<file path="config.mk">
export PLATFORM = sky130hd
export DESIGN_NAME = uga_sched
export DESIGN_NICKNAME = d
export VERILOG_FILES = /design/src/include/uga_pkg.sv /design/src/rtl/uga_tick.sv /design/src/rtl/uga_regs.sv /design/src/rtl/uga_sched.sv
export SDC_FILE = /design/constraint.sdc
export NUM_CORES = 1
export LEC_CHECK = 0
export BUFFER_PORTS_ARGS = -buffer_cell sky130_fd_sc_hd__buf_2
export CAP_MARGIN = 20
export CELL_PAD_IN_SITES_DETAIL_PLACEMENT = 2
export CELL_PAD_IN_SITES_GLOBAL_PLACEMENT = 2
export CORE_UTILIZATION = 36
export CTS_BUF_LIST = sky130_fd_sc_hd__clkbuf_2
export CTS_CLUSTER_DIAMETER = 50
export DETAILED_ROUTE_END_ITERATION = 10
export PLACE_DENSITY = 0.8
export SKIP_LAST_GASP = 1
export SYNTH_ARGS = -nofsm -noshare
export SYNTH_HDL_FRONTEND = slang
export SYNTH_SLANG_ARGS = --single-unit
</file>
<file path="constraint.sdc">
create_clock -name i_clk -period 5.6 [get_ports i_clk]
set_clock_uncertainty 0.1 [all_clocks]
set_input_delay 0.84 -clock i_clk [delete_from_list [all_inputs] [get_ports i_clk]]
set_output_delay 0.84 -clock i_clk [all_outputs]
set_load 0.01 [all_outputs]
</file>
<file path="src/include/uga_pkg.sv">
// constants and carrier types of the unsolicited grant scheduler
// assumes a single 250 MHz clock and a modem that reports over the link structs below
package uga_pkg;

    // ==========================================================
    // timing
    localparam int unsigned CLK_PERIOD_NS = 4;
    localparam int unsigned TICK_NS       = 1000;
    localparam logic [7:0]  TICK_CYC      = 8'(TICK_NS / CLK_PERIOD_NS);

    // ==========================================================
    // register byte offsets
    localparam logic [5:0] REG_CTRL       = 6'h00;
    localparam logic [5:0] REG_INTERVAL   = 6'h04;
    localparam logic [5:0] REG_POLL       = 6'h08;
    localparam logic [5:0] REG_GRANT_SIZE = 6'h0c;
    localparam logic [5:0] REG_MAX_GPI    = 6'h10;
    localparam logic [5:0] REG_BURST      = 6'h14;
    localparam logic [5:0] REG_DS_RATE    = 6'h18;
    localparam logic [5:0] REG_STATUS     = 6'h1c;
    localparam logic [5:0] REG_EXTRAS     = 6'h20;

    // ==========================================================
    // field positions and reset values
    localparam int unsigned CTRL_EN_BIT    = 0;
    localparam int unsigned CTRL_AD_BIT    = 1;
    localparam int unsigned STAT_GRANT_BIT = 0;
    localparam int unsigned STAT_BKLG_BIT  = 1;
    localparam int unsigned STAT_GPI_LSB   = 4;
    localparam logic [15:0] GRANT_SIZE_RST = 16'h00c8;
    localparam logic [3:0]  MAX_GPI_RST    = 4'h1;
    localparam logic [3:0]  BURST_RST      = 4'h2;
    localparam logic [7:0]  DS_RATE_RST    = 8'h01;
    localparam logic [6:0]  EXTRA_PERIOD   = 7'h64;

    // ==========================================================
    // carriers
    typedef struct packed {
        logic        en;
        logic        ad_mode;
        logic [15:0] interval_us;
        logic [15:0] poll_us;
        logic [15:0] grant_size;
        logic [3:0]  max_gpi;
        logic [3:0]  burst;
        logic [7:0]  ds_rate;
    } uga_cfg_s;

    typedef struct packed {
        logic        granting;
        logic        backlog;
        logic [3:0]  gpi;
        logic [15:0] extras;
    } uga_stat_s;

    typedef struct packed {
        logic       valid;
        logic       is_request;
        logic       queue_ind;
        logic [3:0] active;
    } uga_rx_s;

    typedef struct packed {
        logic        grant;
        logic        poll;
        logic        extra;
        logic [15:0] size;
    } uga_tx_s;

    typedef enum logic [1:0] {
        ST_OFF,
        ST_POLL,
        ST_GRANT
    } uga_mode_e;

    typedef struct packed {
        logic       tick;
        logic [7:0] cnt;
    } uga_tick_s;

    typedef struct packed {
        logic        wait_q;
        logic [31:0] rdata;
        uga_cfg_s    cfg;
    } uga_regs_s;

    typedef struct packed {
        uga_mode_e   mode;
        logic [3:0]  gpi;
        logic [15:0] us_cnt;
        logic [15:0] poll_cnt;
        logic [3:0]  pend;
        logic [3:0]  extra_pend;
        logic        backlog;
        logic [6:0]  since_extra;
        logic [15:0] extras;
        logic [8:0]  ds_cnt;
        uga_tx_s     tx;
        logic        ds_pass;
        logic        ds_drop;
    } uga_sched_s;

endpackage

</file>
<file path="src/rtl/uga_tick.sv">
// microsecond enable divider for the scheduler
// assumes i_clk at the package clock period
`timescale 1ns/1ps
module uga_tick
    import uga_pkg::*;
(
    input  wire logic i_clk,
    input  wire logic i_rst,
    output logic      o_tick
);
    uga_tick_s q;
    uga_tick_s d;

    // ==========================================================
    // divider
    always_comb begin
        d      = q;
        d.tick = 1'h0;
        if (q.cnt == TICK_CYC - 8'h01) begin
            d.cnt  = 8'h00;
            d.tick = 1'h1;
        end else begin
            d.cnt = q.cnt + 8'h01;
        end
    end

    always_ff @(posedge i_clk or posedge i_rst) begin
        if (i_rst) begin
            q <= '0;
        end else begin
            q <= d;
        end
    end

    assign o_tick = q.tick;
endmodule

</file>
<file path="src/rtl/uga_regs.sv">
// avalon-mm slave holding scheduler configuration and showing its status
// assumes a master that holds its request until waitrequest is seen low
`timescale 1ns/1ps
module uga_regs
    import uga_pkg::*;
#(
    parameter logic [15:0] P_INTERVAL_US = 16'h2710,
    parameter logic [15:0] P_POLL_US     = 16'h1388
)(
    input  wire logic        i_clk,
    input  wire logic        i_rst,
    input  wire logic [5:0]  i_avs_address,
    input  wire logic        i_avs_read,
    input  wire logic        i_avs_write,
    input  wire logic [31:0] i_avs_writedata,
    output logic [31:0]      o_avs_readdata,
    output logic             o_avs_waitrequest,
    input  wire uga_stat_s   i_stat,
    output uga_cfg_s         o_cfg
);
    uga_regs_s q;
    uga_regs_s d;

    // ==========================================================
    // read mux, unmapped reads give zero
    function automatic logic [31:0] rd(input logic [5:0] a, input uga_cfg_s c, input uga_stat_s s);
        logic [31:0] r;
        r = '0;
        case (a)
            REG_CTRL: begin
                r[CTRL_EN_BIT] = c.en;
                r[CTRL_AD_BIT] = c.ad_mode;
            end
            REG_INTERVAL:   r[15:0] = c.interval_us;
            REG_POLL:       r[15:0] = c.poll_us;
            REG_GRANT_SIZE: r[15:0] = c.grant_size;
            REG_MAX_GPI:    r[3:0]  = c.max_gpi;
            REG_BURST:      r[3:0]  = c.burst;
            REG_DS_RATE:    r[7:0]  = c.ds_rate;
            REG_STATUS: begin
                r[STAT_GRANT_BIT]               = s.granting;
                r[STAT_BKLG_BIT]                = s.backlog;
                r[STAT_GPI_LSB +: 4]            = s.gpi;
            end
            REG_EXTRAS:     r[15:0] = s.extras;
            default:        r = '0;
        endcase
        return r;
    endfunction

    // ==========================================================
    // one wait state, write lands on the edge that sees waitrequest low
    always_comb begin
        d        = q;
        d.wait_q = 1'h1;
        if ((i_avs_read || i_avs_write) && q.wait_q) begin
            d.wait_q = 1'h0;
            d.rdata  = rd(i_avs_address, q.cfg, i_stat);
        end
        if (i_avs_write && !q.wait_q) begin
            case (i_avs_address)
                REG_CTRL: begin
                    d.cfg.en      = i_avs_writedata[CTRL_EN_BIT];
                    d.cfg.ad_mode = i_avs_writedata[CTRL_AD_BIT];
                end
                REG_INTERVAL:   d.cfg.interval_us = i_avs_writedata[15:0];
                REG_POLL:       d.cfg.poll_us     = i_avs_writedata[15:0];
                REG_GRANT_SIZE: d.cfg.grant_size  = i_avs_writedata[15:0];
                REG_MAX_GPI:    d.cfg.max_gpi     = i_avs_writedata[3:0];
                REG_BURST:      d.cfg.burst       = i_avs_writedata[3:0];
                REG_DS_RATE:    d.cfg.ds_rate     = i_avs_writedata[7:0];
                default:        d.cfg = q.cfg;
            endcase
        end
    end

    always_ff @(posedge i_clk or posedge i_rst) begin
        if (i_rst) begin
            q                 <= '0;
            q.wait_q          <= 1'h1;
            q.cfg.interval_us <= P_INTERVAL_US;
            q.cfg.poll_us     <= P_POLL_US;
            q.cfg.grant_size  <= GRANT_SIZE_RST;
            q.cfg.max_gpi     <= MAX_GPI_RST;
            q.cfg.burst       <= BURST_RST;
            q.cfg.ds_rate     <= DS_RATE_RST;
        end else begin
            q <= d;
        end
    end

    assign o_avs_readdata    = q.rdata;
    assign o_avs_waitrequest = q.wait_q;
    assign o_cfg             = q.cfg;
endmodule

</file>
<file path="src/rtl/uga_sched.sv">
// head-end upstream scheduler for one constant-rate flow with optional activity detection
// assumes modem reports arrive as one-cycle uga_rx_s pulses on i_clk, one per packet
// How it works
// RULE1: grant spacing equals the packet period, programmed in microseconds, default 10 ms
// RULE2: several subflows share a pool of grants per interval, no subflow mapping
// RULE3: modem sends one whole packet per grant, no concatenation or fragments
// RULE4: single grant lands between nominal time and nominal plus jitter
// RULE5: last grant of a group lands within jitter after nominal time
// RULE6: modem raises backlog bit while its queue builds and drops it after
// RULE7: backlog adds at most one extra grant per hundred, stops when cleared
// RULE8: downstream policed slightly above provisioned rate per interval
// RULE9: activity mode polls while inactive and grants while active
// RULE10: modem reports needed grants per interval, never above the maximum
// RULE11: modem may time subflow activity per classifier, count equals active subflows
// RULE12: modem requests one grant when polled, reports full count from first packet
// RULE13: raised grant count brings a close burst of extra grants
// RULE14: modem sends one zero-count packet when idle, then goes quiet
// RULE15: zero-count packet stops grants and switches to polling
// RULE16: request in a poll resumes grants of configured size, request size ignored
// RULE17: modem restarts through polls or grants, scheduler may miss the zero packet
// RULE18: modem resets to no backlog, all subflows inactive, zero grants
`timescale 1ns/1ps
module uga_sched
    import uga_pkg::*;
#(
    parameter logic [15:0] P_INTERVAL_US = 16'h2710,
    parameter logic [15:0] P_POLL_US     = 16'h1388
)(
    input  wire logic        i_clk,
    input  wire logic        i_rst,
    input  wire logic [5:0]  i_avs_address,
    input  wire logic        i_avs_read,
    input  wire logic        i_avs_write,
    input  wire logic [31:0] i_avs_writedata,
    output logic [31:0]      o_avs_readdata,
    output logic             o_avs_waitrequest,
    input  wire uga_rx_s     i_rx,
    output uga_tx_s          o_tx,
    input  wire logic        i_ds_valid,
    output logic             o_ds_pass,
    output logic             o_ds_drop
);
    uga_sched_s q;
    uga_sched_s d;
    uga_cfg_s   cfg;
    uga_stat_s  stat;
    logic       tick;
    logic       nominal;
    logic       poll_due;

    // ==========================================================
    // downstream budget per interval, a sixteenth above the rate plus one
    function automatic logic [8:0] ds_budget(input logic [7:0] rate);
        return {1'h0, rate} + {5'h00, rate[7:4]} + 9'h001;
    endfunction

    // ==========================================================
    // helpers
    uga_tick u_tick (
        .i_clk  (i_clk),
        .i_rst  (i_rst),
        .o_tick (tick)
    );

    uga_regs #(
        .P_INTERVAL_US (P_INTERVAL_US),
        .P_POLL_US     (P_POLL_US)
    ) u_regs (
        .i_clk             (i_clk),
        .i_rst             (i_rst),
        .i_avs_address     (i_avs_address),
        .i_avs_read        (i_avs_read),
        .i_avs_write       (i_avs_write),
        .i_avs_writedata   (i_avs_writedata),
        .o_avs_readdata    (o_avs_readdata),
        .o_avs_waitrequest (o_avs_waitrequest),
        .i_stat            (stat),
        .o_cfg             (cfg)
    );

    assign stat.granting = (q.mode == ST_GRANT);
    assign stat.backlog  = q.backlog;
    assign stat.gpi      = q.gpi;
    assign stat.extras   = q.extras;

    // RULE1: nominal grant time
    assign nominal  = tick && ({1'h0, q.us_cnt} + 17'h00001 >= {1'h0, cfg.interval_us});
    // RULE9: poll opportunity time
    assign poll_due = tick && ({1'h0, q.poll_cnt} + 17'h00001 >= {1'h0, cfg.poll_us});

    // ==========================================================
    // scheduler
    always_comb begin
        d         = q;
        d.tx      = '0;
        d.ds_pass = 1'h0;
        d.ds_drop = 1'h0;

        if (tick) begin
            d.us_cnt   = nominal ? 16'h0000 : q.us_cnt + 16'h0001;
            d.poll_cnt = poll_due ? 16'h0000 : q.poll_cnt + 16'h0001;
        end

        // emission: group first, then talk spurt burst, then backlog extra
        // RULE4: group starts the cycle after nominal, one grant a cycle
        if (q.pend != 4'h0) begin
            d.tx.grant = 1'h1;
            d.tx.size  = cfg.grant_size;
            d.pend     = q.pend - 4'h1;
            if (q.since_extra != EXTRA_PERIOD - 7'h01) begin
                d.since_extra = q.since_extra + 7'h01;
            end
        // RULE13: burst extras close together
        end else if (q.extra_pend != 4'h0 && q.mode == ST_GRANT) begin
            d.tx.grant     = 1'h1;
            d.tx.extra     = 1'h1;
            d.tx.size      = cfg.grant_size;
            d.extra_pend   = q.extra_pend - 4'h1;
        // RULE7: at most one backlog extra per hundred grants
        end else if (q.backlog && q.mode == ST_GRANT && q.since_extra == EXTRA_PERIOD - 7'h01) begin
            d.tx.grant     = 1'h1;
            d.tx.extra     = 1'h1;
            d.tx.size      = cfg.grant_size;
            d.since_extra  = 7'h00;
            d.extras       = q.extras + 16'h0001;
        end

        // RULE9: polls only while inactive
        if (q.mode == ST_POLL && poll_due) begin
            d.tx.poll = 1'h1;
        end

        case (q.mode)
            ST_OFF: begin
                if (cfg.en) begin
                    d.mode = cfg.ad_mode ? ST_POLL : ST_GRANT;
                    d.gpi  = cfg.ad_mode ? 4'h0 : cfg.max_gpi;
                end
            end
            ST_POLL: begin
                // RULE16: any request resumes grants, its size is ignored
                if (i_rx.valid && i_rx.is_request) begin
                    d.mode       = ST_GRANT;
                    d.gpi        = 4'h1;
                    d.extra_pend = cfg.burst;
                // RULE17: a data packet means the modem restarted in a grant we never stopped
                end else if (i_rx.valid && i_rx.active != 4'h0) begin
                    d.mode       = ST_GRANT;
                    d.gpi        = (i_rx.active > cfg.max_gpi) ? cfg.max_gpi : i_rx.active;
                    d.extra_pend = cfg.burst;
                end
            end
            ST_GRANT: begin
                if (!cfg.ad_mode) begin
                    d.gpi = cfg.max_gpi;
                end else if (i_rx.valid && !i_rx.is_request) begin
                    // RULE15: zero count ends grants, back to polling
                    if (i_rx.active == 4'h0) begin
                        d.mode       = ST_POLL;
                        d.gpi        = 4'h0;
                        d.pend       = 4'h0;
                        d.extra_pend = 4'h0;
                        d.tx.grant   = 1'h0;
                        d.tx.extra   = 1'h0;
                        d.tx.size    = 16'h0000;
                    end else begin
                        // RULE2: pool size follows the reported count, capped
                        d.gpi = (i_rx.active > cfg.max_gpi) ? cfg.max_gpi : i_rx.active;
                        // RULE13: more subflows, drain the build up
                        if (d.gpi > q.gpi) begin
                            d.extra_pend = cfg.burst;
                        end
                    end
                end
            end
            default: begin
                d.mode = ST_OFF;
            end
        endcase

        // RULE6: backlog follows the queue bit of each data packet, forced low outside ST_GRANT
        if (i_rx.valid && !i_rx.is_request) begin
            d.backlog = i_rx.queue_ind;
        end
        if (d.mode != ST_GRANT) begin
            d.backlog = 1'h0;
        end

        // RULE1: one group per nominal interval
        if (nominal && d.mode == ST_GRANT) begin
            d.pend = d.gpi;
        end

        // RULE8: per interval downstream count
        if (nominal) begin
            d.ds_cnt = 9'h000;
        end
        if (i_ds_valid) begin
            if (d.ds_cnt < ds_budget(cfg.ds_rate)) begin
                d.ds_pass = 1'h1;
                d.ds_cnt  = d.ds_cnt + 9'h001;
            end else begin
                d.ds_drop = 1'h1;
            end
        end

        // disable wins over all grant and poll state, downstream policing keeps running
        if (!cfg.en) begin
            d.mode       = ST_OFF;
            d.gpi        = 4'h0;
            d.pend       = 4'h0;
            d.extra_pend = 4'h0;
            d.backlog    = 1'h0;
            d.tx         = '0;
        end
    end

    always_ff @(posedge i_clk or posedge i_rst) begin
        if (i_rst) begin
            q      <= '0;
            q.mode <= ST_OFF;
        end else begin
            q <= d;
        end
    end

    assign o_tx      = q.tx;
    assign o_ds_pass = q.ds_pass;
    assign o_ds_drop = q.ds_drop;
endmodule

</file>
## Word-level counts from Yosys, hierarchy flattened

Index checks and enable logic that the tools add are counted.

- Add/subtract/negate cells: 12
- $lt $le $gt $ge: 5
- Eq/ne operators: 18
- Muxes and demuxes: 66
- Bitwise operators: 2
- Reductions and logical operators: 31

Operator list:

| kind | number |
|---|---|
| 2-to-1 mux 17 bit | 6 |
| 2-to-1 mux 4 bit | 14 |
| adder 16 x 1 -> 16 bit, second input constant | 3 |
| 2-to-1 mux 16 bit | 3 |
| 2-to-1 mux 23 bit | 2 |
| 2-to-1 mux 9 bit | 4 |
| adder 16 x 1 -> 17 bit, second input constant | 2 |
| greater-or-equal comparator 17 x 16 -> 1 bit | 2 |
| 2-to-1 mux 33 bit | 1 |
| case mux 8 bit (4 select lines) | 1 |
| 2-to-1 mux 6 bit | 5 |
| equality test 6 x 5 -> 1 bit, second input constant | 4 |
| 2-to-1 mux 8 bit | 3 |
| case mux 4 bit (6 select lines) | 1 |
| 2-to-1 mux 19 bit | 1 |
| adder 9 x 1 -> 9 bit, second input constant | 2 |
| case mux 2 bit (9 select lines) | 1 |
| 2-to-1 mux 1 bit | 14 |
| 2-to-1 mux 7 bit | 2 |
| case mux 2 bit (7 select lines) | 1 |
| AND reduction 2 bit | 7 |
| equality test 6 x 4 -> 1 bit, second input constant | 2 |
| logical AND 1 bit | 12 |
| case mux 4 bit (3 select lines) | 1 |
| other kinds (28) | 40 |

- Bits in registers: 192
- Input port bits: 50
- Output and inout port bits: 54
- Word-level logic and storage cells: 162

## Logic depth before layout (Yosys ltp)

- Depth after elaboration: 11
- Gate-level depth with buffers: 22
- Mapped depth without buffers: 20

## Modules after synthesis

Synthesis repeated with hierarchy kept, for this count alone.

- Cells, all modules: 1121
- Area total of the unflattened synthesis: 11382.2 µm²

By module, submodules not included:

| module | times used | cells an instance | area an instance (µm²) | sequential area each (µm²) |
|---|---|---|---|---|
| uga_sched | 1 | 763 | 6925.4 | 2502.4 |
| uga_regs | 1 | 315 | 4033.9 | 2098.3 |
| uga_tick | 1 | 43 | 422.9 | 225.2 |

## Worst setup path after synthesis

Ideal clock, no wire load.

- Path kind: reg-to-reg
- From: register q[78] in the netlist's numbering
- To: register q[26] in the netlist's numbering
- Setup time: 0.125 ns
- Arrival time: 4.489 ns
- Data required time: 5.375 ns
- Setup slack: 0.886 ns
- Stages on the path, launching flop included: 21
- Path buffers: 1
- Period minus slack after synthesis: 4.714 ns
- Path through: dfrtp_1 > ha_1 > and3_4 > and3_1 > nand3_1 > nor2_1 > xor2_1 > ha_1 > nand4_1 > o221ai_1 > a21oi_1 > a2bb2oi_2 > clkbuf_1 > and2_1 > ha_1 > and4_1 > a221o_1 > nor2_1 > nand3_1 > nor3_1 > mux2_2

RTL lines:

| element | line | text |
|---|---|---|
| start: declaration | uga_sched.sv:43 | `uga_sched_s q;` |

==> impl_metrics.tcl <==
set metrics [dict create \
    seq_area_frac_synth_pct 43.1 \
    maxSlewViolCount 0 \
    clk_latency_ns 0.89 \
    hold_class "input pin to asynchronous set/reset pin" \
    cts_setup_buffers 0 \
    antenna_found_initial 1 \
    portBuffers 71 \
    vdd_drop_max_v 0.000124 \
    finalHoldViolCount 16 \
    die_w_um 178 \
    ys_types 79 \
    overflow 0 \
    wl_per_cell_um 21.0 \
    root_buffer "clkbuf_2" \
    cts_sinks 192 \
    crit_arrival_ns 5.86 \
    die_area_sq_mm 0.0318 \
    grt_max_degree 136 \
    fp.coreArea_sq_mm 0.0306 \
    path_clk_slew_ns 0.30 \
    grt_use_total_pct 21.8 \
    place_area_sq_mm 0.0118 \
    gp_congestion 0.808 \
    multi_input_area_sq_mm 0.00573 \
    finalPower_uw 2830 \
    maxCapViolCount 0 \
    drc_errors 0 \
    grt_pass1_wl_um 53500 \
    grt_pass1_vias 9669 \
    p_leak_uw 0.00559 \
    synth-main-ff-cell "dfrtp_1" \
    design.portCount 104 \
    rsz0062_at_grt "false" \
    powerDensity_mw_per_mm2 235 \
    period_minus_slack_ns 5.17 \
    synth.avg_cell_area_sq_um 9.98 \
    netlist_instances 1122 \
    ant_nets 0 \
    hold_ws_ns -0.0290 \
    cp.required_ns 6.29 \
    initial_core_util_pct 36.6 \
    cts_tree "yes" \
    clockBufferDepth 2 \
    failed_checks "negative hold slack" \
    startpoint_type "flop" \
    htreeDepth 4 \
    postCtsHoldBufs 0 \
    synth_edf_count 0 \
    worst_pin_slew_ns 1.09 \
    hpwl_um 24800 \
    fin_nets 1282 \
    final_cell_mix "175 x dfrtp_1, 94 x nand2_1, 73 x mux2_2, 72 x inv_1, 71 x buf_2" \
    timing.slew.headroom_pct 26.7 \
    die_h_um 178 \
    core.rowCount 64 \
    layout_commonest_cell "dfrtp_1" \
    totalWireLength_um 33200 \
    cp_max_fo 14 \
    post_cts_resized 0 \
    max_freq_mhz 194 \
    synth_area_sq_mm 0.0112 \
    outcome "finished with violations" \
    syn_to_final_growth_pct 7.78 \
    worstSetupEndpointType "flop" \
    synth_seq_cells 192 \
    drive_above_1_share_pct 19.7 \
    numCtsBuffers 17 \
    final_cell_area_sq_mm 0.0121 \
    period_share_pct 92.2 \
    regArea_sq_mm 0.00483 \
    path_class "flop to flop" \
    setup_viol 0 \
    fillers 3345 \
    setup_tns_ns 0 \
    synthArstFlopShare_pct 100 \
    vias 8766 \
    firstDrtPassIters 6 \
    via_per_inst 5.56 \
    yosys_warnings 0 \
    drtIter0Drc 475 \
]
[logic make-up (layout without fill, tap and decap cells)]
| logic type | Yosys count | count (layout) | synth area share (%) |
|---|---|---|---|
| AND/OR/NAND/NOR | 352 | 352 | 16.8 |
| flip-flops | 192 | 192 | 43.1 |
| adder cells (fa/ha/maj) | 65 | 65 | 7.33 |
| buffers and inverters | 147 | 190 | 6.30 |
| XOR/XNOR | 63 | 63 | 4.93 |
| AO/OA/AOI/OAI | 224 | 224 | 13.6 |
| multiplexers | 78 | 78 | 7.84 |
| other | 1 | 17 | 0.0335 |
[worst paths after layout]
check                      depth (start not counted)               end                 from  slack, ns
setup / recovery                                  20             q[25]                q[78]       0.43
hold / removal                                     3          o_tx[18]                i_rst      -0.03
setup reg to reg                                  20             q[25]                q[78]       0.43
hold reg to reg                                    1             q[45]                q[45]       0.42
max in group asynchronous                          3       u_tick.q[7]                i_rst       4.72
min in group i_clk                                 2  u_regs.o_cfg[27]  i_avs_writedata[11]       0.09
[through the flow]
step / std cells / utilization (%) / worst slack (ns)
2_1_floorplan: 1137 / - / 0.886
5_1_grt: 1577 / 39.4 / 0.0347
6_report: 1577 / 39.4 / 0.434
3_3_place_gp: 1544 / 38.5 / 0.469
3_5_place_dp: 1544 / 38.5 / 0.316
4_1_cts: 1576 / 39.4 / 0.212
[final cells by class]
type,count,share of cell area [%]
Multi-Input combinational cell,798,47.5
Sequential cell,192,40.0
Tap cell,396,4.11
Timing Repair Buffer,84,3.86
Inverter,74,2.33
Clock inverter,15,1.45
Clock buffer,17,0.705
Antenna cell,1,0.0207
[power by group]
part | internal (uW) | total (uW) | switching, uW
Sequential | 1470 | 1540 | 74.1
Clock | 223 | 778 | 555
Combinational | 198 | 518 | 320
[critical path, stage by stage, from the launching register on]
cell and delay, ns:
dfrtp_1 0.49, ha_1 0.29, and3_4 0.25, and3_1 0.19
nand3_1 0.15, nor2_1 0.19, xor2_1 0.20, ha_1 0.29
a21oi_1 0.16, o221ai_1 0.15, a21oi_2 0.20, a2bb2oi_4 0.29
buf_4 0.22, and2_1 0.17, ha_1 0.27, a21oi_1 0.24
a31oi_1 0.12, o21a_1 0.13, mux2_4 0.33, or4_1 0.52
a21oi_1 0.15
[cell usage after synthesis, drive strengths merged, types with 15 or more instances]
| cell | n | area [sq um] |
|---|---|---|
| a21oi | 40 | 200 |
| a222oi | 15 | 150 |
| a22o | 18 | 158 |
| and2 | 29 | 184 |
| and3 | 27 | 174 |
| buf | 46 | 327 |
| clkbuf | 27 | 101 |
| dfrtp | 175 | 4380 |
| dfstp | 17 | 447 |
| ha | 64 | 801 |
| inv | 73 | 274 |
| mux2 | 74 | 837 |
| nand2 | 95 | 359 |
| nand3 | 65 | 338 |
| nand4 | 17 | 121 |
| nor2 | 48 | 183 |
| o21ai | 72 | 368 |
| xnor2 | 42 | 368 |
| xor2 | 21 | 184 |
[state kept, by name, indices dropped and copies added (netlist names)]
name / flops
q: 79
u_regs.o_cfg: 66
o_tx: 19
u_regs.o_avs_readdata: 16
u_tick.q: 8
o_ds_drop: 1
o_ds_pass: 1
u_regs.o_avs_waitrequest: 1
u_tick.o_tick: 1
[routing by layer]
| layer | vias to the layer above | part of all wire [%] | track usage, % |
|---|---|---|---|
| met4 | 0 | 1.8 | 6.74 |
| li1 | 4050 | - | - |
| met2 | 163 | 50 | 37.6 |
| met5 | - | 0 | 0 |
| met3 | 39 | 3.3 | 3.22 |
| met1 | 4514 | 45 | 28.0 |
(Power assumes the default switching activity.)
